<file path="config.mk">
export PLATFORM = sky130hd
export DESIGN_NAME = psm_supply_monitor
export DESIGN_NICKNAME = d
export VERILOG_FILES = /design/src/core/psm_pkg.sv /design/src/core/psm_deglitch.sv /design/src/core/psm_recover_timer.sv /design/src/core/psm_supply_monitor.sv
export SDC_FILE = /design/constraint.sdc
export NUM_CORES = 1
export LEC_CHECK = 0
export ABC_AREA = 1
export BUFFER_PORTS_ARGS = -buffer_cell sky130_fd_sc_hd__buf_4
export CAP_MARGIN = 20
export CELL_PAD_IN_SITES_DETAIL_PLACEMENT = 2
export CELL_PAD_IN_SITES_GLOBAL_PLACEMENT = 2
export CORE_UTILIZATION = 31
export DETAILED_ROUTE_END_ITERATION = 8
export PLACE_DENSITY = 0.91
export SYNTH_ARGS = -nofsm -noshare
export SYNTH_HDL_FRONTEND = slang
export SYNTH_SLANG_ARGS = --single-unit
</file>
<file path="constraint.sdc">
create_clock -name clk -period 2.22 [get_ports clk]
set_clock_uncertainty 0.1 [all_clocks]
set_input_delay 0.222 -clock clk [delete_from_list [all_inputs] [get_ports clk]]
set_output_delay 0.222 -clock clk [all_outputs]
set_load 0.1 [all_outputs]
</file>
<file path="src/core/psm_pkg.sv">
/*
 Package of the supply monitor flag logic: register address, field
 positions, reset values, threshold codes, timing constants, types.
 Assumes a 250 MHz core clock and an 8-bit special-function register port.

*/
package psm_pkg;

   // ------------------------------------------------------------
   // Register map
   // ------------------------------------------------------------
   localparam logic [7:0] PSM_CTRL_ADDR  = 8'hDF;
   localparam logic [7:0] PSM_CTRL_RESET = 8'hDE;
   localparam int         BIT_DIG_OK     = 7;
   localparam int         BIT_ANA_OK     = 6;
   localparam int         BIT_FLAG       = 5;
   localparam int         BIT_DTH_HI     = 4;
   localparam int         BIT_DTH_LO     = 3;
   localparam int         BIT_ATH_HI     = 2;
   localparam int         BIT_ATH_LO     = 1;
   localparam int         BIT_ENABLE     = 0;

   // ------------------------------------------------------------
   // Threshold codes (millivolts per code)
   // ------------------------------------------------------------
   localparam logic [1:0] TH_4V63 = 2'h0;
   localparam logic [1:0] TH_3V08 = 2'h1;
   localparam logic [1:0] TH_2V93 = 2'h2;
   localparam logic [1:0] TH_2V63 = 2'h3;
   localparam logic [1:0] TH_RESET = 2'h3;
   localparam int TH_MV [4] = '{4630, 3080, 2930, 2630};

   // ------------------------------------------------------------
   // Timing
   // ------------------------------------------------------------
   localparam int  CLK_MHZ        = 250;
   localparam int  RECOVER_MS     = 250;
   localparam longint RECOVER_CYC = longint'(RECOVER_MS) * 1000 * CLK_MHZ;
   localparam int  GLITCH_NS      = 100;
   localparam int  GLITCH_CYC     = (GLITCH_NS * CLK_MHZ) / 1000;

   // ------------------------------------------------------------
   // Types
   // ------------------------------------------------------------
   typedef struct packed {
      logic       wrEn;
      logic [7:0] addr;
      logic [7:0] wdata;
   } psm_sfr_req_s;

   typedef struct packed {
      logic digOk;
      logic anaOk;
   } psm_cmp_s;

   typedef enum logic [1:0] {PSM_IDLE, PSM_LOW, PSM_COUNT} psm_state_e;

endpackage

</file>
<file path="src/core/psm_deglitch.sv">
/*
 Glitch filter for one comparator output: the output follows the input only
 after it has been stable for a set number of clocks.
 Assumes the comparator input is synchronous to clk.
*/
module psm_deglitch #(
   parameter int STABLE_CYC = psm_pkg::GLITCH_CYC
) (
   // Clock and reset
   input  wire logic clk,
   input  wire logic rst,
   // Comparator
   input  wire logic rawOk,
   output logic      filtOk
);
   import psm_pkg::*;

   localparam int CW = $clog2(STABLE_CYC + 1);

   if (STABLE_CYC < 1) begin : g_bad_cyc
      $error("STABLE_CYC must be at least 1");
   end

   typedef struct packed {
      logic          out;
      logic [CW-1:0] cnt;
   } psm_dg_s;

   psm_dg_s state_ff;
   psm_dg_s nxt_state;

   always_comb begin
      nxt_state = state_ff;
      if (rawOk == state_ff.out) begin
         nxt_state.cnt = '0;
      end else if (state_ff.cnt == CW'(STABLE_CYC - 1)) begin
         nxt_state.out = rawOk;
         nxt_state.cnt = '0;
      end else begin
         nxt_state.cnt = state_ff.cnt + CW'(1);
      end
   end

   always_ff @(posedge clk) begin
      if (rst) begin
         state_ff <= '{out: 1'b1, cnt: '0};
      end else begin
         state_ff <= nxt_state;
      end
   end

   assign filtOk = state_ff.out;
endmodule

</file>
<file path="src/core/psm_recover_timer.sv">
/*
 Recovery timer: counts while run is high, restarts when run drops,
 and pulses done for one cycle each time the count reaches its length.
 Assumes run is a clean level in the clk domain.
*/
module psm_recover_timer #(
   parameter longint COUNT_CYC = psm_pkg::RECOVER_CYC
) (
   // Clock and reset
   input  wire logic clk,
   input  wire logic rst,
   // Control
   input  wire logic run,
   output logic      done
);
   import psm_pkg::*;

   localparam int CW = $clog2(COUNT_CYC + 1);

   if (COUNT_CYC < 2) begin : g_bad_cyc
      $error("COUNT_CYC must be at least 2");
   end

   typedef struct packed {
      logic          done;
      logic [CW-1:0] cnt;
   } psm_tm_s;

   psm_tm_s state_ff;
   psm_tm_s nxt_state;

   always_comb begin
      nxt_state = state_ff;
      nxt_state.done = 1'b0;
      if (!run) begin
         nxt_state.cnt = '0;
      end else if (state_ff.cnt == CW'(COUNT_CYC - 1)) begin
         nxt_state.done = 1'b1;
         nxt_state.cnt  = '0;
      end else begin
         nxt_state.cnt = state_ff.cnt + CW'(1);
      end
   end

   always_ff @(posedge clk) begin
      if (rst) begin
         state_ff <= '0;
      end else begin
         state_ff <= nxt_state;
      end
   end

   assign done = state_ff.done;
endmodule

</file>
<file path="src/core/psm_supply_monitor.sv">
/*
 Supply monitor flag logic: control register at its special-function
 address, deglitched comparators, sticky fail flag with timed recovery,
 and an interrupt request gated by an outside enable.
 Assumes comparator outputs and register strobes are synchronous to clk;
 the analog comparators take the threshold codes driven out here.
*/
module psm_supply_monitor #(
   parameter longint RECOVER_CYC = psm_pkg::RECOVER_CYC,
   parameter int     GLITCH_CYC  = psm_pkg::GLITCH_CYC
) (
   // Clock and reset
   input  wire logic                  clk,
   input  wire logic                  rst,
   // Register port
   input  wire psm_pkg::psm_sfr_req_s sfrReq,
   output logic [7:0]                 sfrRdata,
   // Comparators
   input  wire psm_pkg::psm_cmp_s     cmpRaw,
   output logic [1:0]                 digThreshold,
   output logic [1:0]                 analogThreshold,
   output logic                       monitorEnable,
   // Interrupt
   input  wire logic                  secondaryIrqEnablePriority,
   output logic                       supplyFailIrq
);
   import psm_pkg::*;

   // ------------------------------------------------------------
   // State
   // ------------------------------------------------------------
   typedef struct packed {
      logic       flag;
      logic [1:0] dTh;
      logic [1:0] aTh;
      logic       en;
      psm_state_e fsm;
   } psm_ctl_s;

   psm_ctl_s ctl_ff;
   psm_ctl_s nxt_ctl;
   logic     digOk;
   logic     anaOk;
   logic     bothOk;
   logic     timerRun;
   logic     timerDone;
   logic     wrCtrl;

   // ------------------------------------------------------------
   // Comparator filtering
   // ------------------------------------------------------------
   psm_deglitch #(.STABLE_CYC(GLITCH_CYC)) u_dig (
      .clk    (clk),
      .rst    (rst),
      .rawOk  (cmpRaw.digOk),
      .filtOk (digOk)
   );

   psm_deglitch #(.STABLE_CYC(GLITCH_CYC)) u_ana (
      .clk    (clk),
      .rst    (rst),
      .rawOk  (cmpRaw.anaOk),
      .filtOk (anaOk)
   );

   // ------------------------------------------------------------
   // Recovery timer
   // ------------------------------------------------------------
   assign bothOk   = digOk && anaOk;
   assign timerRun = ctl_ff.en && bothOk && (ctl_ff.fsm == PSM_COUNT);

   psm_recover_timer #(.COUNT_CYC(RECOVER_CYC)) u_tmr (
      .clk  (clk),
      .rst  (rst),
      .run  (timerRun),
      .done (timerDone)
   );

   // ------------------------------------------------------------
   // Control and flag
   // ------------------------------------------------------------
   assign wrCtrl = sfrReq.wrEn && (sfrReq.addr == PSM_CTRL_ADDR);

   always_comb begin
      nxt_ctl = ctl_ff;
      if (wrCtrl) begin
         nxt_ctl.en  = sfrReq.wdata[BIT_ENABLE];
         nxt_ctl.dTh = sfrReq.wdata[BIT_DTH_HI:BIT_DTH_LO];
         nxt_ctl.aTh = sfrReq.wdata[BIT_ATH_HI:BIT_ATH_LO];
         // Software may set the flag; a clear takes only while both rails read high
         if (sfrReq.wdata[BIT_FLAG] || bothOk) begin
            nxt_ctl.flag = sfrReq.wdata[BIT_FLAG];
         end
      end
      unique case (ctl_ff.fsm)
         PSM_IDLE: begin
            if (ctl_ff.en && !bothOk) begin
               nxt_ctl.fsm = PSM_LOW;
            end
         end
         PSM_LOW: begin
            if (!ctl_ff.en) begin
               nxt_ctl.fsm = PSM_IDLE;
            end else if (bothOk) begin
               nxt_ctl.fsm = PSM_COUNT;
            end
         end
         PSM_COUNT: begin
            if (!ctl_ff.en) begin
               nxt_ctl.fsm = PSM_IDLE;
            end else if (!bothOk) begin
               nxt_ctl.fsm = PSM_LOW;
            end else if (timerDone) begin
               nxt_ctl.fsm = PSM_IDLE;
               // A software set in the same cycle wins over the timed clear
               if (!(wrCtrl && sfrReq.wdata[BIT_FLAG])) begin
                  nxt_ctl.flag = 1'b0;
               end
            end
         end
      endcase
      // Hardware set wins over any clear in the same cycle
      if (ctl_ff.en && !bothOk) begin
         nxt_ctl.flag = 1'b1;
      end
   end

   always_ff @(posedge clk) begin
      if (rst) begin
         ctl_ff.flag <= PSM_CTRL_RESET[BIT_FLAG];
         ctl_ff.dTh  <= TH_RESET;
         ctl_ff.aTh  <= TH_RESET;
         ctl_ff.en   <= PSM_CTRL_RESET[BIT_ENABLE];
         ctl_ff.fsm  <= PSM_IDLE;
      end else begin
         ctl_ff <= nxt_ctl;
      end
   end

   // ------------------------------------------------------------
   // Outputs
   // ------------------------------------------------------------
   always_comb begin
      sfrRdata             = 8'h00;
      sfrRdata[BIT_DIG_OK] = digOk;
      sfrRdata[BIT_ANA_OK] = anaOk;
      sfrRdata[BIT_FLAG]   = ctl_ff.flag;
      sfrRdata[BIT_DTH_HI:BIT_DTH_LO] = ctl_ff.dTh;
      sfrRdata[BIT_ATH_HI:BIT_ATH_LO] = ctl_ff.aTh;
      sfrRdata[BIT_ENABLE] = ctl_ff.en;
   end

   assign digThreshold    = ctl_ff.dTh;
   assign analogThreshold = ctl_ff.aTh;
   assign monitorEnable   = ctl_ff.en;
   assign supplyFailIrq   = ctl_ff.flag && secondaryIrqEnablePriority;
endmodule

</file>
## Word level (Yosys, flattened, before mapping)

Cells that the tools add are included.

- Register bits after elaboration: 47

- Add/subtract/negate cells: 3
- Equal/unequal tests: 11
- Multiplexer cells: 16
- Bitwise operators: 3
- Reduce and logical (&&, ||, !) cells: 17

Operators with widths:

| kind | count |
|---|---|
| adder 26 x 1 -> 26 bit, second input constant | 1 |
| == test 26 bit, second input constant | 1 |
| 2-to-1 mux 2 bit | 6 |
| adder 5 x 1 -> 5 bit, second input constant | 2 |
| == test 5 bit, second input constant | 2 |
| OR reduction 3 bit | 3 |
| == test 8 bit, second input constant | 1 |
| 2-to-1 mux 1 bit | 8 |
| logical AND 1 bit | 7 |
| 2-to-1 mux 6 bit | 1 |
| case mux 2 bit (3 select lines) | 1 |
| != test 4 x 3 -> 1 bit, second input constant | 1 |
| AND reduction 2 bit | 2 |
| != test 3 bit, second input constant | 1 |
| NOT 1 bit | 3 |
| AND reduction 3 bit | 1 |
| == test 1 bit | 2 |
| == test 2 x 1 -> 1 bit, second input constant | 1 |
| == test 2 bit, second input constant | 1 |
| logical NOT 2 bit | 1 |
| != test 2 bit, second input constant | 1 |
| OR reduction 2 bit | 1 |
| logical NOT 1 bit | 1 |
| logical OR 1 bit | 1 |

## Longest topological paths before layout

Gate-level depths: netlist of run 1.

- Depth after elaboration: 10
- Gate-level depth with buffers: 9

## By module

From an unflattened synthesis of run 1, not the netlist that was laid out.

- Cell total of the unflattened synthesis: 378
- Area, all modules: 2588.7 sq um

Modules (own cells, without submodules):

| module | times used | cells each | area an instance (sq um) |
|---|---|---|---|
| psm_recover_timer | 1 | 221 | 1443.9 |
| psm_deglitch | 2 | 38 | 286.5 |
| psm_supply_monitor | 1 | 81 | 571.8 |

## Worst setup path before layout of run 1

Ideal clock, no wire load.

- Kind: register -> register
- From: register ctl_ff, in the netlist monitorEnable
- To: register u_tmr.state_ff[19] (netlist name)
- Arrival time: 1.727 ns
- Path slack: 0.323 ns
- Stages on the path, launching flop included: 8
- Buffers on the path: 1
- Period minus slack after synthesis: 1.897 ns
- Path through: dfxtp_1 > nand2_1 > nor2_1 > nand2_1 > inv_1 > nand2_4 > buf_6 > a21oi_1

- Longest elaborated chain between the ends: 4

Ends and longest elaborated chain:

| what | RTL line | text |
|---|---|---|
| from (decl) | psm_supply_monitor.sv:40 | `psm_ctl_s ctl_ff;` |
| from (signal assigned) | psm_supply_monitor.sv:136 | `ctl_ff <= nxt_ctl;` |
| logical AND 1 bit (2 in series) | psm_supply_monitor.sv:70 | `assign timerRun = ctl_ff.en && bothOk && (ctl_ff.fsm == PSM_COUNT);` |
| NOT 1 bit (no line) | n/a |  |
| OR reduction 3 bit (no line) | n/a |  |
| to (signal assigned) | psm_recover_timer.sv:49 | `state_ff <= nxt_state;` |
| to (decl) | psm_recover_timer.sv:29 | `psm_tm_s state_ff;` |

Every way passes these cells.
A chain may end at the register's enable or synchronous reset.

## Worst setup path in the final report of run 1

- From: register u_tmr.state_ff[0] (netlist name)
- To: register u_tmr.state_ff[20] (netlist name)

- Longest elaborated chain between the ends: 2
- Elaborated cells on any way between the ends: 3

Ends and longest elaborated chain:

| what |
|---|
| parallel branches: the longest is 2 deep, another holds adder 26 x 1 -> 26 bit |

Parallel ways; which one is timed is not known.

==> flow_summary_export.csv, run 1 <==
group,metric,value,unit
outcome,outcome,"finished clean",
global_routing,antenna_found_initial,0,
setup_path,arrival,2.06,ns
route,totalWireLength,8230,microns
hold_path,holdCritStartpoint,"sfrReq[3]",
pwr,power_density,615,nW/um^2
setup_path,crit_slowest_cell,"dfxtp_1",
setup_path,worstReg2RegEnd,"u_tmr.state_ff[20]",
setup_path,critPathLaunchType,"flop",
global_routing,grt_first_pass_wirelength,13800,microns
global_routing,overflow,0,
cells_and_area,drive_gt1_share,12.3,%
hold_path,whs_endpoint,"digThreshold[0]",
logic_synthesis,synth_top_cell_by_area,"dfxtp_1",
global_routing,grt_max_degree,27,
clock_network,clk_pin_slew,0.10,ns
floorplan,start_util,32.1,%
placement,gp_congestion,0.771,
cells_and_area,area_growth,15.2,%
sta,hold_slack,0.000799,ns
cells_and_area,antenna_cells,0,
clock_network,cts_setup_buffers,0,
placement,dpl_cell_area,2740,sq um
global_routing,grt_usage,21.4,%
sta,hold_violations,0,
sta,rsz0062_at_grt,"false",
logic_synthesis,synth_area_per_cell,6.69,sq um
setup_path,reg2reg_slack,0.25,ns
sta,fin_setup_tns,0,ns
sta,layout_min_cycle_time,1.97,ns
floorplan,ioPinCount,36,
pwr,power.net_switching,0.476,mW
floorplan,dieArea,8370,sq um
pwr,max-vdd-ir-drop,226,uV
clock_network,clk_latency,0.32,ns
logic_synthesis,synth_cell_type_count,24,
hold_path,hold_path_class,"in -> reg",
logic_synthesis,synth_seq_area_share,37.9,%
clock_network,postCtsResizedCells,0,
route,drtIter0Drc,88,
setup_path,path_class,"reg -> reg",
logic_synthesis,yosys.area.top_type_share,37.9,%
placement,dp_hpwl,5640,microns
clock_network,h-tree-depth,2,
pwr,comb_power_share,11.3,%
hold_path,min_path_cells,3,
cells_and_area,stdcell_area,2860,sq um
setup_path,cp_max_fo,26,
route,viasPerCell,4.93,
setup_path,critPathMaxStageDelay,0.40,ns
pwr,sw_frac_of_total,27.1,%
logic_synthesis,synthCells,371,
cells_and_area,final_cells,500,
job,drv_cap,0,
sta,slew_violations,0,
placement,dp_cells,492,
setup_path,worstPathRequired,2.32,ns
sta,timing.final.crit_share,88.7,%
pwr,seq_power_share,50.3,%
clock_network,cts_hold_buf,0,
clock_network,cts_tree,"done",
floorplan,core_area,7730,sq um
route,num_vias,2463,
sta,worstMarginPinSlew,0.419,ns
floorplan,num_rows,32,
global_routing,grt_pass1_vias,2757,
route,drc,0,
floorplan,die_w,91.5,microns
logic_synthesis,syn_nets,401,
pwr,internal-power,1.28,mW
route,wl_per_cell,16.5,microns
placement,port_buffers,33,
setup_path,r2r-start,"u_tmr.state_ff[0]",
clock_network,clk_path_buf_depth,2,
floorplan,die_height,91.5,microns
route,drt_first_pass_iters,4,
clock_network,numCtsBuffers,5,
pwr,clock_power_share,38.4,%
logic_synthesis,synth_area_leaders,"dfxtp_1 (38%), nand2_1 (15%), nor2_1 (12%)",
logic_synthesis,netlist_area,2480,sq um
sta,setup_viol,0,
logic_synthesis,ys_ff_latch,47,
clock_network,clock_sinks,47,
logic_synthesis,yosysWarnings,0,
cells_and_area,nNetsFinal,427,
setup_path,r2r_cells,8,
clock_network,root_buffer,"clkbuf_8",
setup_path,crit_chain,"ha_1, inv_2, nor2_4, nand3_2, nor2_1, nand2_1, nand2_4, a21oi_1",
pwr,p_leak,1.01,nW
route,ant_nets,0,
sta,relSlewSlack,71.9,%
sta,fmax,508,MHz
setup_path,setup.worst_path.end_class,"flop",
cell families (layout without fill, tap and decap cells):
logic type                 count (synthesis)  count (layout)  synth area share, %
and+or+nand+nor                          211             211                 35.2
buffers and inverters                     62              89                 11.8
DFF                                       47              47                 37.9
AOI/OAI and AO/OA                         30              30                 6.40
xor gates and xnor gates                  13              13                 4.59
adders and majority gates                  8               8                 4.03
placed cells by master, fill, tap and decap left out, types with 4 or more instances in the layout:
cell type / count
a21oi_1: 20
buf_4: 33
clkbuf_8: 5
dfxtp_1: 47
ha_1: 8
inv_1: 47
nand2_1: 98
nand3_1: 23
nand4_1: 4
nor2_1: 77
o21ai_0: 7
xnor2_1: 8
xor2_1: 5
per-stage QoR:
stage                     power (mW)  utilization, %  setup WS [ns]
final                           1.76            37.0          0.252
after global routing            1.84            37.0         0.0411
after CTS                       1.78            37.0          0.197
after detailed placement        1.09            35.5          0.237
after global placement          1.07            35.5          0.423
after floorplan                 1.01               -          0.323
Yosys cell counts (all sizes together):
library cell and count:
a21boi 1, nand3b 1, buf 14, dfxtp 47, o211ai 1, nor2 79
xor2 5, nor3b 2, inv 48, nand4 4, nand2 100, xnor2 8
nand3 25, o21ai 7, ha 8, a21oi 21
critical path: cells and delay by family, from the launching register on:
kind	cells	cell delay, ns
and+or+nand+nor	5	0.83
adders and majority gates	1	0.31
buffers and inverters	1	0.09
AOI/OAI and AO/OA	1	0.10
DFF	1	0.40
flip-flops by register name, summed over array words and instances (netlist names):
name,flops
analogThreshold,2
ctl_ff,2
digThreshold,2
monitorEnable,1
sfrRdata,1
u_ana.filtOk,1
u_ana.state_ff,5
u_dig.filtOk,1
u_dig.state_ff,5
u_tmr.done,1
u_tmr.state_ff,26
worst max path at each step:
stage | slack [ns] | depth (start not counted) | from | to
6_report | 0.25 | 8 | u_tmr.state_ff[0] | u_tmr.state_ff[20]
5_1_grt | 0.04 | 8 | u_tmr.state_ff[0] | u_tmr.state_ff[16]
4_1_cts | 0.20 | 8 | u_tmr.state_ff[0] | u_tmr.state_ff[16]
3_5_place_dp | 0.24 | 8 | u_tmr.state_ff[0] | u_tmr.state_ff[16]
3_3_place_gp | 0.42 | 8 | u_tmr.state_ff[0] | u_tmr.state_ff[15]
2_1_floorplan | 0.32 | 7 | monitorEnable | u_tmr.state_ff[19]
area by class of cell:
cell class / count / area, sq um
inverters: 48 / 180
repair buffers: 33 / 248
multi-input cells: 262 / 1250
flip-flops and latches: 47 / 941
clock buffers: 5 / 68.8
fillers: 933 / 4870
well taps: 102 / 128
clock inverters: 3 / 46.3
power by group through the flow:
stage	combinational, mW	clock, mW	sequential, mW
global placement	0.168	0	0.898
floorplan	0.119	0	0.895
global route	0.228	0.722	0.886
detailed placement	0.187	0	0.900
CTS	0.202	0.691	0.884
finish	0.199	0.675	0.884
metal layers:
metal | up-vias | track usage (%) | part of all wire [%]
li1 | 1187 | - | -
met1 | 1225 | 23.6 | 41
met2 | 37 | 39.8 | 54
met3 | 14 | 3.85 | 2.4
met4 | 0 | 8.73 | 2.2
met5 | - | 0 | 0
Note: power is estimated with default switching activity, not from simulation.
==> run 2, diff against run 1 <==
clock period = 2.5 ns   (was 2.22 ns; I/O delays follow)
==> run 2 against run 1 <==
Effect of this change: combinational power down 13%; register-to-register slack improved by 0.23 ns; count of clock-buffer cells in the layout rose by 1; clock power is 23% lower; cell area is 0.57% lower; non-clock buffer count did not move; first-iteration DRC count down 6.8%; global-route usage down 1.2 points; fmax is 2.6% lower; worst hold slack better by 0.029 ns; critical path type unchanged; largest cell class unchanged.
==> flow_summary_export.csv, run 2 (synthesized netlist as in run 1, its figures left out) <==
group,metric,value,unit
sta,timing.final.crit_share,80.8,%
setup_path,arrival,2.12,ns
pwr,power,1.48,mW
sta,setup_viol,0,
global_routing,grt_usage,20.2,%
cells_and_area,top_regs,"u_tmr.state_ff: 26 flops, u_ana.state_ff: 5 flops, u_dig.state_ff: 5 flops",
cells_and_area,antenna_cells,0,
cells_and_area,regMostFlops,"u_tmr.state_ff",
sta,slew_violations,0,
route,num_vias,2442,
sta,worst_slack,0.480,ns
sta,rsz0062_at_grt,"false",
cells_and_area,stdcell_area,2840,sq um
global_routing,antenna_found_initial,0,
placement,gp_congestion,0.819,
hold_path,hold_path_class,"in -> reg",
floorplan,core_area,7730,sq um
cells_and_area,nNetsFinal,427,
sta,relSlewSlack,68.9,%
global_routing,grt_pass1_vias,2751,
clock_network,cts_hold_buf,0,
route,ant_nets,0,
cells_and_area,drive_gt1_share,12.3,%
sta,hold_violations,0,
sta,layout_min_cycle_time,2.02,ns
setup_path,worstPathRequired,2.60,ns
clock_network,clk_latency,0.32,ns
route,drtIter0Drc,82,
floorplan,num_rows,32,
floorplan,start_util,32.1,%
setup_path,cp_max_fo,26,
clock_network,clk_pin_slew,0.10,ns
setup_path,r2r_cells,8,
route,drt_first_pass_iters,4,
cells_and_area,area_growth,14.6,%
sta,fmax,495,MHz
route,drc,0,
hold_path,min_path_cells,3,
cells_and_area,largest_register_ffs,26,
clock_network,clock_sinks,47,
global_routing,grt_max_degree,27,
floorplan,ioPinCount,36,
route,wl_per_cell,15.7,microns
clock_network,h-tree-depth,2,
clock_network,cts_setup_buffers,0,
clock_network,postCtsResizedCells,0,
cells_and_area,final_common_cell,"nand2_1",
setup_path,setup.worst_path.end_class,"flop",
placement,port_buffers,33,
job,drv_cap,0,
global_routing,overflow,0,
floorplan,dieArea,8370,sq um
clock_network,numCtsBuffers,5,
cells_and_area,layout_common_cells,"nand2_1 (98), nor2_1 (77), inv_1 (47), dfxtp_1 (47), buf_4 (33)",
setup_path,critPathLaunchType,"flop",
setup_path,path_class,"reg -> reg",
route,viasPerCell,4.88,
sta,worstMarginPinSlew,0.465,ns
clock_network,root_buffer,"clkbuf_8",
floorplan,die_height,91.5,microns
outcome,outcome,"finished clean",
clock_network,cts_tree,"done",
pwr,p_leak,1.01,nW
floorplan,die_w,91.5,microns
global_routing,grt_first_pass_wirelength,13300,microns
placement,post-place-ws,0.570,ns
route,totalWireLength,7830,microns
sta,fin_setup_tns,0,ns
placement,dpl_cell_area,2740,sq um
pwr,max-vdd-ir-drop,218,uV
pwr,power_density,520,nW/um^2
clock_network,clk_path_buf_depth,2,
placement,dp_hpwl,5650,microns
run 2: cell types whose count changed in the layout (fill, tap and decap cells not counted), sizes merged:
cell	change
bufinv	-1
inv	-1
clkinv	+1
clkbuf	+1
run 2: where the power goes:
part           total [mW]  switching, mW  internal (mW)
clock network       0.522          0.296          0.227
registers           0.782         0.0147          0.767
logic               0.173          0.103         0.0699
run 2: through the flow:
step / hold WS [ns] / utilization [%] / instances
global placement: 0.346 / 35.5 / 492
CTS: 0.0246 / 36.8 / 500
finish: 0.0299 / 36.8 / 500
detailed placement: 0.355 / 35.5 / 492
global route: 0.0264 / 36.8 / 500
floorplan: 0.219 / - / 371
run 2: layer usage:
metal  vias to the layer above  global-route usage, %  share of wire (%)
met2                        31                   38.0                 52
met1                      1212                   22.4                 43
met4                         0                   7.41                1.9
met5                         -                      0                  0
li1                       1187                      -                  -
met3                        12                   3.43                2.7
run 2: area by class of cell:
type | instances | area, sq um
Clock buffer | 6 | 82.6
Timing Repair Buffer | 33 | 248
Sequential cell | 47 | 941
Multi-Input combinational cell | 262 | 1250
Tap cell | 102 | 128
Clock inverter | 2 | 16.3
Fill cell | 943 | 4880
Inverter | 48 | 180
run 2: final timing paths:
| path | from | endpoint | slack (ns) |
|---|---|---|---|
| max | u_tmr.state_ff[0] | u_tmr.state_ff[10] | 0.48 |
| min | sfrReq[3] | digThreshold[0] | 0.03 |
| max reg2reg | u_tmr.state_ff[0] | u_tmr.state_ff[10] | 0.48 |
| min reg2reg | u_tmr.state_ff[25] | u_tmr.state_ff[25] | 0.37 |
run 2: worst max-delay path, cell delays in order, from the launching register on:
cell and delay [ns]:
dfxtp_1 0.40, ha_1 0.32, inv_2 0.09, nor2_4 0.21, nand3_2 0.09, nor2_1 0.14
nand2_1 0.14, nand2_4 0.30, a21oi_1 0.11
